[src/port_block_defines.vh]
// Address map, field positions and reset values of the general-purpose port block
`ifndef PORT_BLOCK_DEFINES_VH
`define PORT_BLOCK_DEFINES_VH

// Data-memory port window inside every bank
`define PORT_ADDR_A        7'h70
`define PORT_ADDR_B        7'h71
`define PORT_ADDR_C        7'h72
`define PORT_ADDR_D        7'h73

// Bank-pair select bit inside the 2-bit bank number
`define BANK_PAIR_BIT      0

// Register-file addresses of the direction select registers
`define RF_GROUP_DIR       7'h27
`define RF_PORT_2A_DIR     7'h34
`define RF_PORT_1B_DIR     7'h35
`define RF_PORT_0B_DIR     7'h36
`define RF_PORT_0A_DIR     7'h37

// Direction value after any reset: all input
`define DIR_RESET          4'h0
// Group direction lives in bit 0 of its select register
`define GROUP_DIR_BIT      0
// Output latch value after power-on (undefined in silicon, zero here)
`define LATCH_POWER_ON     4'h0
// Value returned for unmapped reads
`define READ_NONE          4'h0

`endif

[src/port_latch_bank.v]
// Set of 4-bit output latches cleared only by power-on reset
`timescale 1ns/100ps
`default_nettype none
`include "port_block_defines.vh"

module port_latch_bank #(
  parameter COUNT = 10
) (
  input  wire                 clk,
  input  wire                 porRst_n,
  input  wire                 writeEnable,
  input  wire [3:0]           writeIndex,
  input  wire [3:0]           writeData,
  output wire [COUNT*4-1:0]   latchFlat
);

  // ****************************************************************
  // Latch storage
  // ****************************************************************
  reg  [3:0]  latch [0:COUNT-1];  // One latch word per port
  integer     i;                  // Loop index

  // Only power-on clears; a CE reset leaves contents held
  always @(posedge clk or negedge porRst_n) begin
    if (!porRst_n) begin
      for (i = 0; i < COUNT; i = i + 1) begin
        latch[i] <= `LATCH_POWER_ON;
      end
    end else if (writeEnable) begin
      latch[writeIndex] <= writeData;
    end
  end

  // Flatten for the top module
  genvar g;
  generate
    for (g = 0; g < COUNT; g = g + 1) begin : flat
      assign latchFlat[g*4 +: 4] = latch[g];
    end
  endgenerate

endmodule // port_latch_bank
`default_nettype wire

[src/banked_general_purpose_ports.v]
// General-purpose port block: banked port registers, direction selects, pins
//
// What this block does
// - Port registers sit at 70H to 73H
// - Banks 1/3 alias port sets; banks 0/2 share only 73H
// - Ports are bidirectional, input-only, output-only
// - Bit ports choose direction per pin
// - Group port switches all pins together
// - Output pin drives latch bit value
// - Input pin read returns pin level
// - Each bidirectional port has own direction register
// - Pins are plain ports after power-on
// - Any data-memory instruction reaches port registers
// - Selects for 0A,0B,1B at 37H,36H,35H
// - Group select 27H, port 2A select 34H
// - Bidirectional data register address decode
// - Input port read at 73H bank 0/2
// - Output-only data register address decode
// - Reset forces input; CE reset keeps latches
// - Write to input pin updates latch only
// - Output pin read returns latch value
// - Writes to input-only port do nothing
`timescale 1ns/100ps
`default_nettype none
`include "port_block_defines.vh"

module banked_general_purpose_ports (
  input  wire        clk,
  input  wire        porRst_n,
  input  wire        ceRst_n,
  input  wire [1:0]  dmBank,
  input  wire [6:0]  dmAddr,
  input  wire        dmWrite,
  input  wire        dmRead,
  input  wire [3:0]  dmWriteData,
  output reg  [3:0]  dmReadData,
  output wire        dmHit,
  input  wire [6:0]  rfAddr,
  input  wire        rfWrite,
  input  wire [3:0]  rfWriteData,
  output reg  [3:0]  rfReadData,
  output wire        rfHit,
  input  wire [3:0]  bidirPortZeroAIn,
  output wire [3:0]  bidirPortZeroAOut,
  output wire [3:0]  bidirPortZeroAOe,
  input  wire [3:0]  bidirPortZeroBIn,
  output wire [3:0]  bidirPortZeroBOut,
  output wire [3:0]  bidirPortZeroBOe,
  input  wire [3:0]  bidirPortOneBIn,
  output wire [3:0]  bidirPortOneBOut,
  output wire [3:0]  bidirPortOneBOe,
  input  wire [3:0]  groupPortOneCIn,
  output wire [3:0]  groupPortOneCOut,
  output wire [3:0]  groupPortOneCOe,
  input  wire [3:0]  bidirPortTwoAIn,
  output wire [3:0]  bidirPortTwoAOut,
  output wire [3:0]  bidirPortTwoAOe,
  input  wire [3:0]  inputPortZeroD,
  output wire [3:0]  outputPortZeroC,
  output wire [3:0]  outputPortOneA,
  output wire [3:0]  outputPortOneD,
  output wire [3:0]  outputPortTwoB,
  output wire [3:0]  outputPortTwoC
);

  // ****************************************************************
  // Latch indices
  // ****************************************************************
  // Each writable port register owns one latch word; the index
  // doubles as the select into the flattened latch bus
  localparam [3:0] L_0A = 4'h0;  // Bidirectional 0A
  localparam [3:0] L_0B = 4'h1;  // Bidirectional 0B
  localparam [3:0] L_0C = 4'h2;  // Output 0C
  localparam [3:0] L_1A = 4'h3;  // Output 1A
  localparam [3:0] L_1B = 4'h4;  // Bidirectional 1B
  localparam [3:0] L_1C = 4'h5;  // Group 1C
  localparam [3:0] L_1D = 4'h6;  // Output 1D
  localparam [3:0] L_2A = 4'h7;  // Bidirectional 2A
  localparam [3:0] L_2B = 4'h8;  // Output 2B
  localparam [3:0] L_2C = 4'h9;  // Output 2C
  localparam [3:0] L_NONE = 4'hf; // No latch (input-only or unmapped)

  // ****************************************************************
  // Reset and pin synchronisers
  // ****************************************************************
  // Direction registers follow both resets; latches and read
  // registers follow power-on only, so a CE reset keeps pin data
  wire        anyRst_n = porRst_n & ceRst_n;  // Either reset clears direction
  reg  [19:0] pinMeta;                         // First stage, read only by second
  reg  [19:0] pinSync;                         // Second stage, used by logic
  reg  [3:0]  inDMeta;                         // Input-only port first stage
  reg  [3:0]  inDSync;                         // Input-only port second stage

  // Pin levels are asynchronous to clk, hence two stages before use
  // Two-flop sampling of every external pin level
  always @(posedge clk or negedge porRst_n) begin
    if (!porRst_n) begin
      pinMeta <= 20'h0_0000;
      pinSync <= 20'h0_0000;
      inDMeta <= 4'h0;
      inDSync <= 4'h0;
    end else begin
      pinMeta <= {bidirPortTwoAIn, groupPortOneCIn, bidirPortOneBIn, bidirPortZeroBIn, bidirPortZeroAIn};
      pinSync <= pinMeta;
      inDMeta <= inputPortZeroD;
      inDSync <= inDMeta;
    end
  end

  // ****************************************************************
  // Address decode
  // ****************************************************************
  // Map bank pair and port address to a latch index
  function [3:0] decodeLatch;
    input       pairOdd;
    input [6:0] addr;
    begin
      case ({pairOdd, addr})
        {1'h0, `PORT_ADDR_A}: decodeLatch = L_0A;  // Bank 0; bank 2 overrides
        {1'h0, `PORT_ADDR_B}: decodeLatch = L_0B;
        {1'h0, `PORT_ADDR_C}: decodeLatch = L_0C;
        {1'h1, `PORT_ADDR_A}: decodeLatch = L_1A;
        {1'h1, `PORT_ADDR_B}: decodeLatch = L_1B;
        {1'h1, `PORT_ADDR_C}: decodeLatch = L_1C;
        {1'h1, `PORT_ADDR_D}: decodeLatch = L_1D;
        default:              decodeLatch = L_NONE;
      endcase
    end
  endfunction

  // Banks 0 and 2 differ in their 70H-72H ports; bank 1 and 3 fully alias
  function [3:0] decodeBank;
    input [1:0] bank;
    input [6:0] addr;
    reg   [3:0] base;
    begin
      base = decodeLatch(bank[`BANK_PAIR_BIT], addr);
      if (bank == 2'h2) begin
        case (addr)
          `PORT_ADDR_A: decodeBank = L_2A;
          `PORT_ADDR_B: decodeBank = L_2B;
          `PORT_ADDR_C: decodeBank = L_2C;
          default:      decodeBank = base;
        endcase
      end else begin
        decodeBank = base;
      end
    end
  endfunction

  // Decoded port of the current data-memory access; L_NONE for
  // the input-only register and for addresses outside the window
  wire [3:0] dmIndex = decodeBank(dmBank, dmAddr);
  wire       isInD   = (dmAddr == `PORT_ADDR_D) && !dmBank[`BANK_PAIR_BIT];
  assign dmHit = (dmIndex != L_NONE) || isInD;

  // ****************************************************************
  // Direction select registers
  // ****************************************************************
  reg  [3:0] dir0A;     // 0A per-pin direction
  reg  [3:0] dir0B;     // 0B per-pin direction
  reg  [3:0] dir1B;     // 1B per-pin direction
  reg  [3:0] dirGroup;  // 1C group direction
  reg  [3:0] dir2A;     // 2A per-pin direction

  // Any reset returns all bidirectional ports to input
  always @(posedge clk or negedge anyRst_n) begin
    if (!anyRst_n) begin
      dir0A    <= `DIR_RESET;
      dir0B    <= `DIR_RESET;
      dir1B    <= `DIR_RESET;
      dirGroup <= `DIR_RESET;
      dir2A    <= `DIR_RESET;
    end else if (rfWrite) begin
      case (rfAddr)
        `RF_PORT_0A_DIR: dir0A    <= rfWriteData;
        `RF_PORT_0B_DIR: dir0B    <= rfWriteData;
        `RF_PORT_1B_DIR: dir1B    <= rfWriteData;
        `RF_GROUP_DIR:   dirGroup <= {3'h0, rfWriteData[`GROUP_DIR_BIT]};
        `RF_PORT_2A_DIR: dir2A    <= rfWriteData;
        default: ;                                 // Other register-file cells
      endcase
    end
  end

  // Register-file hit flag for the CPU side, purely combinational
  assign rfHit = (rfAddr == `RF_PORT_0A_DIR) || (rfAddr == `RF_PORT_0B_DIR) ||
                 (rfAddr == `RF_PORT_1B_DIR) || (rfAddr == `RF_GROUP_DIR) ||
                 (rfAddr == `RF_PORT_2A_DIR);

  // Register-file read path, registered
  always @(posedge clk or negedge porRst_n) begin
    if (!porRst_n) begin
      rfReadData <= `READ_NONE;
    end else begin
      case (rfAddr)
        `RF_PORT_0A_DIR: rfReadData <= dir0A;
        `RF_PORT_0B_DIR: rfReadData <= dir0B;
        `RF_PORT_1B_DIR: rfReadData <= dir1B;
        `RF_GROUP_DIR:   rfReadData <= dirGroup;
        `RF_PORT_2A_DIR: rfReadData <= dir2A;
        default:         rfReadData <= `READ_NONE;
      endcase
    end
  end

  // ****************************************************************
  // Output latches
  // ****************************************************************
  wire [39:0] latchFlat;  // Ten latch words
  // Input-only port has no latch, so its writes vanish
  wire        latchWrite = dmWrite && (dmIndex != L_NONE);

  // Power-on only reset keeps latch contents over a CE reset
  port_latch_bank #(
    .COUNT(10)
  ) i_port_latch_bank (
    .clk         (clk),
    .porRst_n    (porRst_n),
    .writeEnable (latchWrite),
    .writeIndex  (dmIndex),
    .writeData   (dmWriteData),
    .latchFlat   (latchFlat)
  );

  // Pick one latch word
  function [3:0] latchOf;
    input [39:0] flat;
    input [3:0]  idx;
    begin
      latchOf = flat[idx*4 +: 4];
    end
  endfunction

  // ****************************************************************
  // Pin drive
  // ****************************************************************
  wire [3:0] oe1C = {4{dirGroup[`GROUP_DIR_BIT]}};

  // Enable high drives the latch value onto the pin; one means output
  assign bidirPortZeroAOe  = dir0A;
  assign bidirPortZeroBOe  = dir0B;
  assign bidirPortOneBOe   = dir1B;
  assign groupPortOneCOe   = oe1C;
  assign bidirPortTwoAOe   = dir2A;
  // Latch words drive the pins; enables decide whether they reach them
  assign bidirPortZeroAOut = latchOf(latchFlat, L_0A);
  assign bidirPortZeroBOut = latchOf(latchFlat, L_0B);
  assign bidirPortOneBOut  = latchOf(latchFlat, L_1B);
  assign groupPortOneCOut  = latchOf(latchFlat, L_1C);
  assign bidirPortTwoAOut  = latchOf(latchFlat, L_2A);
  // Output-only ports always show their latch
  assign outputPortZeroC   = latchOf(latchFlat, L_0C);
  assign outputPortOneA    = latchOf(latchFlat, L_1A);
  assign outputPortOneD    = latchOf(latchFlat, L_1D);
  assign outputPortTwoB    = latchOf(latchFlat, L_2B);
  assign outputPortTwoC    = latchOf(latchFlat, L_2C);

  // Per pin: latch when output, synchronised pin when input
  function [3:0] mixRead;
    input [3:0] dir;
    input [3:0] lat;
    input [3:0] pin;
    begin
      mixRead = (dir & lat) | (~dir & pin);
    end
  endfunction

  // ****************************************************************
  // Data-memory read path
  // ****************************************************************
  reg [3:0] next_dmReadData;  // Combinational read value

  always @* begin
    next_dmReadData = `READ_NONE;
    if (isInD) begin
      next_dmReadData = inDSync;
    end else begin
      case (dmIndex)
        L_0A: next_dmReadData = mixRead(dir0A, latchOf(latchFlat, L_0A), pinSync[3:0]);
        L_0B: next_dmReadData = mixRead(dir0B, latchOf(latchFlat, L_0B), pinSync[7:4]);
        L_1B: next_dmReadData = mixRead(dir1B, latchOf(latchFlat, L_1B), pinSync[11:8]);
        L_1C: next_dmReadData = mixRead(oe1C, latchOf(latchFlat, L_1C), pinSync[15:12]);
        L_2A: next_dmReadData = mixRead(dir2A, latchOf(latchFlat, L_2A), pinSync[19:16]);
        L_NONE: next_dmReadData = `READ_NONE;
        default: next_dmReadData = latchOf(latchFlat, dmIndex);
      endcase
    end
  end

  // Reading and writing in one cycle returns the old latch value,
  // since the latch only changes at that same edge
  // Read data held in a register, updated on each read strobe
  always @(posedge clk or negedge porRst_n) begin
    if (!porRst_n) begin
      dmReadData <= `READ_NONE;
    end else if (dmRead) begin
      dmReadData <= next_dmReadData;
    end
  end

endmodule // banked_general_purpose_ports
`default_nettype wire

[config.mk]
export PLATFORM = sky130hd
export DESIGN_NAME = banked_general_purpose_ports
export DESIGN_NICKNAME = d
export VERILOG_FILES = /design/src/port_latch_bank.v /design/src/banked_general_purpose_ports.v
export VERILOG_INCLUDE_DIRS = /design/src
export SDC_FILE = /design/constraint.sdc
export NUM_CORES = 1
export LEC_CHECK = 0
export BUFFER_PORTS_ARGS = -buffer_cell sky130_fd_sc_hd__clkbuf_2
export CORE_ASPECT_RATIO = 0.75
export CORE_MARGIN = 2
export CORE_UTILIZATION = 53
export CTS_CLUSTER_SIZE = 24
export DETAILED_ROUTE_END_ITERATION = 12
export MAX_ROUTING_LAYER = met4
export PLACE_DENSITY_LB_ADDON = 0.12
export SLEW_MARGIN = 15
export SYNTH_ARGS = -nofsm -noshare
export SYNTH_HDL_FRONTEND = slang
export SYNTH_HIERARCHICAL = 1
export SYNTH_SLANG_ARGS = --single-unit
export TNS_END_PERCENT = 20
[constraint.sdc]
create_clock -name clk -period 1.9 [get_ports clk]
set_input_delay 0.095 -clock clk [delete_from_list [all_inputs] [get_ports clk]]
set_output_delay 0.095 -clock clk [all_outputs]
set_load 0.005 [all_outputs]
==> impl_results.md, run 1 <==
- PortBufs: 123
- Area growth syn-to-layout: 37.78%
- Core Area: 9159 um2
- Most used DFF post-synth: dfrtp_1
- Final setup fails: 0
- Async set-reset flop share out of synthesis: 100.0%
- Setup slack at placement: -109.7 ps
- Filler Cell Count: 615
- Final WS setup: 166.3 ps
- Netlist Area Pre-Place: 5060 um2
- Total GRT Usage: 30.79%
- Post-CTS sizing: 0
- Critical Path AT: 2020 ps
- DR iter-0 viols: 310
- Cell area after layout: 6972 um2
- Antenna Cells: 0
- Ys Warns: 6
- CTS clk-pin slew, worst paths: 60 ps
- Distinct cells, synth: 61
- # Post-CTS Setup Buffers: 0
- Power per cell area: 933.8 nW/um2
- Crit Path Class: flop to flop
- Hold Violations, Final: 0
- Crit. End Element: flop
- Htree depth: 4
- Starting Density: 55.25%
- Register area share after synthesis: 55.89%
- Synth Register Bits: 113
- RSZ-0062 raised after global routing: false
- DR WL/cell: 20.39 um
- Worst EP required: 2190 ps
- CTS max path bufs: 2
- Fmax: 576.8 MHz
- IO Pins: 124
- Crit start category: flop
- Post-Syn Instances: 386
- Pin count of the biggest net entering global routing: 97
- Layout cell share with drive strength beyond 1: 48.22%
- EDFF count, synth: 0
- Detailed placement HPWL: 10.38 mm
- Final Cycle Share: 91.25%
- CTS tree: done
- Slew Limit Fails: 0
- Syn Area/Cell: 13.11 um2
- Total gr overflow: 0
- Remaining DRCs: 0
- Maximum vdd ir drop: 0.7206 mV
- Relative slew margins: 43.21%
- Final Skew: 6.609 ps
- Sum of negative setup slack: 0 ps
- Total number of vias: 3978
- Clock net sink count: 113
- CTS Hold Bufs: 30
- Crit-path max FO: 5
- Clk_lat worst skew: 410 ps
- Die area: 10350 um2
- Hold WC Path Type: input pin to flop
- Tot Pwr: 6.510 mW
- Placed cell area: 6038 um2
- Cts bufs inserted: 17
- Vias/cell: 5.548
- Die height: 88.62 um
- Dpl cells: 655
- Final min period: 1734 ps
- Initial antenna violation count: 0
- First-pass GRT wire length: 21.80 mm
- DRT antenna net count: 0
- Routability-driven placement congestion ratio: 1.045
- Net count after synthesis: 440
- DRT Pass-1 Iters: 4
- Least-Margin Pin Slew: 851.8 ps
- Leak: 3.453 nW
- Final std cells w/o fill: 717
- Root Buffer: clkbuf_16
- # Max-Cap Violations: 0
- FP Rows: 30
- Die width: 116.8 um
- Final Routed Wirelength: 14.62 mm
- Vias in the first global route: 3862
- Final net count: 630
- Status: completed
## per-stage QoR
stage          hold slack [ps]  utilization [%]
2_1_floorplan           -200.6                -
3_3_place_gp             202.8            65.93
3_5_place_dp             204.6            65.93
4_1_cts                 0.7065            76.12
5_1_grt                  25.41            76.12
6_report                 16.66            76.12
## final timing paths
kind,depth (start not counted),slack [ps],start,endpoint
max,6,170,dirGroup[0],dmReadData[3]
min,2,20,dmRead,dmReadData[0]
max reg2reg,6,170,dirGroup[0],dmReadData[3]
min reg2reg,0,350,pinMeta[3],pinSync[3]
max in group asynchronous,3,870,porRst_n,bidirPortZeroAOe[2]
min in group asynchronous,3,320,porRst_n,i_port_latch_bank/latchFlat[10]
## worst max-delay path, stage by stage (launching register included)
cell      delay (ps)
dfrtp_1          470
mux2_2           390
o211ai_1         250
o211ai_1         130
a22o_1           210
o21ai_1           70
o21ai_0           80
## state kept, by name (all words and copies together), names as in the netlist
name                         flops
dirGroup                         1
inDMeta                          4
rfReadData                       4
i_port_latch_bank/latchFlat     40
bidirPortZeroBOe                 4
inDSync                          4
pinSync                         20
bidirPortZeroAOe                 4
bidirPortTwoAOe                  4
pinMeta                         20
dmReadData                       4
bidirPortOneBOe                  4
## cells by family after synthesis
family / count (synthesis) / synth area share (%)
AOI/OAI and AO/OA: 68 / 9.125
DFF: 113 / 55.89
buffers and inverters: 26 / 2.720
muxes: 94 / 21.32
xor gates and xnor gates: 2 / 0.3463
and+or+nand+nor: 83 / 10.61
## placed cells by master, fill, tap and decap left out, types with 7 or more instances in the layout
cell type / synthesis / layout
a21oi_1: 15 / 15
and3_1: 7 / 7
buf_4: 4 / 41
clkbuf_16: 0 / 17
clkbuf_2: 0 / 122
dfrtp_1: 113 / 113
dlygate4sd3_1: 0 / 30
mux2_2: 66 / 66
mux2i_1: 20 / 20
nand2_1: 14 / 14
nand2b_1: 10 / 10
nand3b_1: 7 / 7
nor2_1: 13 / 12
o21ai_0: 12 / 11
## power breakdown
part	switching [mW]	total, mW	internal (mW)
sequential	0.0640	2.56	2.49
combinational	0.283	0.568	0.285
clock	1.24	3.38	2.15
total	1.58	6.51	4.93
## cells in the mapped netlist (3+ instances only)
| cell type | count | share of area [%] |
|---|---|---|
| dfrtp_1 | 113 | 56 |
| mux2_2 | 66 | 15 |
| mux2i_1 | 20 | 4.0 |
| a21oi_1 | 15 | 1.5 |
| nand2_1 | 14 | 1.0 |
| nor2_1 | 13 | 0.96 |
| o21ai_0 | 12 | 1.2 |
| nand2b_1 | 10 | 1.2 |
| buf_2 | 8 | 0.79 |
| and3_1 | 7 | 0.87 |
| nand3b_1 | 7 | 1.0 |
| a31oi_1 | 5 | 0.62 |
| and2_1 | 5 | 0.62 |
| clkbuf_1 | 5 | 0.37 |
| o22ai_1 | 5 | 0.62 |
| a22oi_1 | 4 | 0.59 |
| buf_1 | 4 | 0.30 |
| buf_4 | 4 | 0.59 |
| mux2_1 | 4 | 0.89 |
| mux4_2 | 4 | 1.8 |
| o211ai_1 | 4 | 0.59 |
| a21o_1 | 3 | 0.45 |
| nand3_1 | 3 | 0.30 |
| o31ai_1 | 3 | 0.45 |
## routing by layer
metal,vias to the layer above,GRT usage [%],part of all wire [%]
met5,-,-,0
met4,0,9.519,0.90
met3,13,8.082,6.9
met2,151,42.98,46
met1,2015,44.34,46
li1,1799,-,-
## final cells by class
cell class	instances	area, um2	area share [%]
Multi-Input combinational cell	247	2101	30.13
Inverter	3	11.26	0.1615
Clock buffer	18	439.2	6.299
Tap cell	128	160.2	2.297
Sequential cell	113	2828	40.56
Clock inverter	14	193.9	2.782
Timing Repair Buffer	194	1239	17.77
No activity file was read; power rests on OpenSTA's default activity.
==> inputs of run 2 (changes only) <==
ABC_AREA = 1   (was not set)
CORE_UTILIZATION = 54   (was 53)
MAX_ROUTING_LAYER = not set   (was met4)
==> run 2 against run 1 <==
  * Final cell count increased by 34%
  * Sequential power about the same
  * Final area is 2.8% higher
  * Core utilization down 1.6 points
  * Area after synthesis rose by 5.5%
  * Non-clock buffer count shrank 6
  * Sequential cell count unchanged
  * Count of clock-buffer cells in the layout down 1
  * Global-route usage grew 0.96 points
  * Hold slack got worse by 3.8 ps
==> impl_results.md, run 2 <==
- Status: completed
- Most used DFF post-synth: dfrtp_1
- Vias/cell: 5.260
- Layout cell share with drive strength beyond 1: 29.07%
- Pin count of the biggest net entering global routing: 97
- Final Routed Wirelength: 16.09 mm
- Final net count: 870
- CTS max path bufs: 2
- Die width: 118.8 um
- Final Skew: 7.517 ps
- Register area share after synthesis: 52.98%
- PortBufs: 123
- Die height: 90.10 um
- Hold path depth: 3
- Maximum vdd ir drop: 0.8237 mV
- # Max-Cap Violations: 0
- CTS clk-pin slew, worst paths: 60 ps
- RSZ-0062 raised after global routing: false
- FP Rows: 31
- Netlist Area Pre-Place: 5338 um2
- Layout Utilization: 74.49%
- IO Pins: 124
- DR iter-0 viols: 495
- CTS tree: done
- Most common cell after layout, fill and taps aside: nand2_1
- Crit Path Class: flop to flop
- Leak: 3.776 nW
- DRT Pass-1 Iters: 6
- First-pass GRT wire length: 25.91 mm
- Detailed placement HPWL: 11.46 mm
- FF-to-FF path depth: 7
- Clock net sink count: 113
- Area leader, netlist: dfrtp_1
- Synth top area share: 52.98%
- Crit-path max FO: 4
- Hold WC Path Type: input pin to flop
- EDFF count, synth: 0
- Antenna Cells: 0
- Routability-driven placement congestion ratio: 0.9970
- Die area: 10700 um2
- Total GRT Usage: 31.75%
- Final setup fails: 0
- Starting Density: 55.49%
- Initial antenna violation count: 0
- Slew Limit Fails: 0
- Area occupied by registers: 2828 um2
- Power per cell area: 877.5 nW/um2
- Filler Cell Count: 735
- Post-synth top cells: nand2_1 (235), dfrtp_1 (113), inv_1 (60)
- Fmax: 563.3 MHz
- Remaining DRCs: 0
- Crit start category: flop
- Area growth syn-to-layout: 34.25%
- Area of the multi-input gates: 2100 um2
- Worst EP required: 2190 ps
- Post-Syn Instances: 626
- DR WL/cell: 16.74 um
- Synth Register Bits: 113
- Leading cell types in the layout, fill and taps excluded: nand2_1 (235), clkbuf_2 (122), dfrtp_1 (113), inv_1 (60)
- Largest register FFs: 40
- Crit. End Element: flop
- Final Cycle Share: 93.43%
- Clk_lat worst skew: 420 ps
- Vias in the first global route: 4803
- Total gr overflow: 0
- Most frequent cell after synthesis: nand2_1
- DRT antenna net count: 0
- Least-Margin Pin Slew: 656.9 ps
- Syn Area/Cell: 8.527 um2
- Async set-reset flop share out of synthesis: 100.0%
- Distinct cells, synth: 30
- Htree depth: 4
- Ys Warns: 6
- Relative slew margins: 56.16%
- Synth top area cells: dfrtp_1 (53%), nand2_1 (17%), inv_1 (4.2%), nand4_1 (2.8%), o21ai_0 (2.6%)
- Net count after synthesis: 680
- Critical Path AT: 2070 ps
- Hold Violations, Final: 0
- Cts bufs inserted: 17
- Root Buffer: clkbuf_16
- Hold_ws: 12.88 ps
- Final min period: 1775 ps
- Total number of vias: 5055
- Core Area: 9619 um2
[run 2: changes by cell type after synthesis, moves of 13 or more]
cell      delta
mux2i_1     -20
o21bai_1    +13
nor2_1      +21
nand3_1     +22
nand4_1     +22
inv_1       +58
o21ai_0     +16
nand2_1    +221
mux2_2      -59
[run 2: kinds of logic after synthesis]
logic type             count (synthesis)  synth area share [%]
DFF                                  113                 52.98
buffers and inverters                 84                 7.689
muxes                                  7                 1.477
and+or+nand+nor                      361                 30.90
AOI/OAI and AO/OA                     61                 6.962
[run 2: worst max-delay path: stages, from the launching register on]
cell and delay, ps:
dfrtp_1 410, mux2_2 350, a221oi_1 420, nand4_1 140, nand2_1 110, nand2_1 70
nand2_1 70, nand2_1 80
[run 2: final timing paths]
kind / start / end / slack, ps
max: bidirPortTwoAOe[3] / dmReadData[3] / 120
min: rfWriteData[3] / bidirPortTwoAOe[3] / 10
max reg2reg: bidirPortTwoAOe[3] / dmReadData[3] / 120
min reg2reg: pinMeta[0] / pinSync[0] / 340
max in group asynchronous: porRst_n / bidirPortZeroBOe[1] / 490
min in group asynchronous: porRst_n / i_port_latch_bank/latchFlat[39] / 310
[run 2: layer usage]
layer	vias up	part of all wire (%)	track usage, %
met5	-	0	0
met2	262	45	46.79
met3	25	10	7.995
met1	2386	43	46.57
li1	2382	-	-
met4	0	1.5	9.325
[run 2: final cells by class]
cell class,count,area share [%]
Tap cell,132,2.305
Sequential cell,113,39.46
Clock inverter,15,2.514
Inverter,67,3.510
Clock buffer,17,5.937
Multi-Input combinational cell,429,29.30
Timing Repair Buffer,188,16.97
[run 2: where the power goes]
part / leakage, nW / switching (mW) / internal, mW
clock: 0.291 / 1.20 / 2.07
sequential: 1.40 / 0.0712 / 2.49
combinational: 2.09 / 0.250 / 0.195
[run 2: metrics by stage]
step | setup slack (ps) | std cells | area, um2 | setup TNS, ps | power (mW)
after global placement | -134.7 | 900 | 6270 | -309.8 | 2.989
after CTS | 183.4 | 961 | 7166 | 0 | 6.307
after detailed placement | -150.2 | 900 | 6270 | -1002 | 2.997
after global routing | 50.09 | 961 | 7166 | 0 | 6.482
after floorplan | 302.7 | 626 | 5338 | 0 | 2.771
final | 124.9 | 961 | 7166 | 0 | 6.288
[run 2: repair_timing]
| item | CTS | global route |
|---|---|---|
| hold buffers | 29 | 0 |
| hold endpoints to repair | 139 | 0 |
| setup buffers | 0 | 0 |
| resized for setup | 0 | 0 |
==> inputs of run 3 (changes only) <==
clock period = 1.7 ns   (was 1.9 ns; I/O delays follow)
==> run 3 against run 2 <==
  * Routed wire length grew 8.4%
  * Total power grew 13%
  * Hold slack gained 8.7 ps
  * Core utilization grew 2.5 points
  * Register-to-register slack gained 40 ps
  * Critical path depth grew 12
  * First-iteration DRC count grew 29%
  * Largest power group unchanged
==> impl_results.md, run 3 (synthesis gave the netlist of run 2 again) <==
- Tot Pwr: 7.135 mW
- Remaining DRCs: 0
- Htree depth: 4
- Leak: 3.916 nW
- Filler Cell Count: 680
- Final min period: 1547 ps
- DRT Pass-1 Iters: 5
- Critical Path AT: 1850 ps
- Starting Density: 55.49%
- Most common cell after layout, fill and taps aside: nand2_1
- CTS tree: done
- Die height: 90.10 um
- Met2 Usage GRT: 52.92%
- CTS max path bufs: 2
- Final net count: 896
- FF-to-FF path depth: 7
- Final Cycle Share: 91.01%
- Slew Limit Fails: 0
- Area growth syn-to-layout: 38.75%
- Area of the multi-input gates: 2125 um2
- Final Routed Wirelength: 17.45 mm
- Status: completed
- Worst EP required: 2000 ps
- Grt met1 use: 47.90%
- Total GRT Usage: 34.43%
- GR peak layer: met2
- Vias in the first global route: 5235
- CTS clk-pin slew, worst paths: 60 ps
- Clk_lat worst skew: 420 ps
- Die area: 10700 um2
- Pin count of the biggest net entering global routing: 40
- Crit. End Element: flop
- Clock net sink count: 113
- Detailed placement HPWL: 12.06 mm
- Layout cell share with drive strength beyond 1: 31.70%
- Antenna Cells: 0
- Die width: 118.8 um
- Least-Margin Pin Slew: 676.8 ps
- Initial antenna violation count: 0
- Fmax: 646.4 MHz
- Root Buffer: clkbuf_16
- Total number of vias: 5171
- Maximum vdd ir drop: 0.9131 mV
- Crit Path Class: input pin to flop
- Crit start category: input pin
- DR iter-0 viols: 638
- Largest register FFs: 40
- Power per cell area: 963.4 nW/um2
- Core Area: 9619 um2
- Cts bufs inserted: 17
- Crit-path max FO: 11
- Met3 GRT Util: 10.15%
- FP Rows: 31
- # Max-Cap Violations: 0
- Hold Violations, Final: 0
- Vias/cell: 5.239
- Final setup fails: 0
- Hold_ws: 21.55 ps
- IO Pins: 124
- Relative slew margins: 54.83%
- Hold path depth: 3
- Final Skew: 6.671 ps
- Area occupied by registers: 2828 um2
- Leading cell types in the layout, fill and taps excluded: nand2_1 (235), clkbuf_2 (122), dfrtp_1 (113), inv_1 (60), buf_4 (60)
- Total gr overflow: 0
- Hold WC Path Type: input pin to flop
- Routability-driven placement congestion ratio: 1.029
- DR WL/cell: 17.68 um
- DRT antenna net count: 0
- PortBufs: 123
- First-pass GRT wire length: 27.80 mm
-- run 3: repair_timing --
item | 4_1_cts | 5_1_grt
endpoints found under the hold margin | 142 | 0
setup buffers | 0 | 1
gates resized for setup | 0 | 5
hold buffers | 28 | 0
endpoints found under the setup margin | 0 | 6
-- run 3: final cells by class --
type | count | area share (%)
Clock inverter | 13 | 2.331
Timing Repair Buffer | 214 | 19.19
Tap cell | 132 | 2.230
Clock buffer | 19 | 5.981
Inverter | 67 | 3.396
Sequential cell | 113 | 38.18
Multi-Input combinational cell | 429 | 28.69
-- run 3: critical path, stage by stage --
cell	delay, ps
clkbuf_2	80
nand2_1	120
inv_1	80
nand2_1	170
nor2_1	80
nor2_2	130
nand3_2	100
nand2_2	150
buf_12	150
nor2_4	40
buf_4	120
nand2_1	50
nand3_1	80
nand3_1	80
nand2_1	70
nand2_1	60
nand2_1	60
nand2_1	70
nand2_1	70
-- run 3: where the power goes --
group | internal, mW | leakage (nW) | switching [mW] | total [mW]
registers | 2.79 | 1.40 | 0.0814 | 2.87
clock network | 2.37 | 0.288 | 1.37 | 3.73
logic | 0.238 | 2.23 | 0.297 | 0.535
total | 5.39 | 3.92 | 1.74 | 7.13
-- run 3: worst paths after layout --
path                                 from                         endpoint  slack, ps
min in group asynchronous        porRst_n  i_port_latch_bank/latchFlat[10]         80
hold / removal             rfWriteData[3]              bidirPortZeroBOe[3]         20
setup reg to reg              dirGroup[0]                    dmReadData[1]        160
setup / recovery                dmAddr[5]                    dmReadData[1]        150
max in group asynchronous        porRst_n              bidirPortZeroBOe[3]        700
hold reg to reg                pinMeta[1]                       pinSync[1]        350
-- run 3: metrics by stage --
| step | cell area [um2] | cells | setup slack [ps] | TNS (ps) | util (%) |
|---|---|---|---|---|---|
| 2_1_floorplan | 5338 | 626 | 112.7 | 0 | - |
| 3_3_place_gp | 6465 | 926 | -188.1 | -6226 | 67.21 |
| 5_1_grt | 7406 | 987 | -4.985 | -4.985 | 76.99 |
| 6_report | 7406 | 987 | 152.9 | 0 | 76.99 |
| 4_1_cts | 7361 | 986 | 119.2 | 0 | 76.52 |
| 3_5_place_dp | 6465 | 926 | -212.8 | -6698 | 67.21 |
-- run 3: routing by layer --
metal / vias up / routed length (um)
li1: 2442 / -
met2: 250 / 8103
met5: - / 0
met3: 34 / 1634
met1: 2445 / 7385
met4: 0 / 324
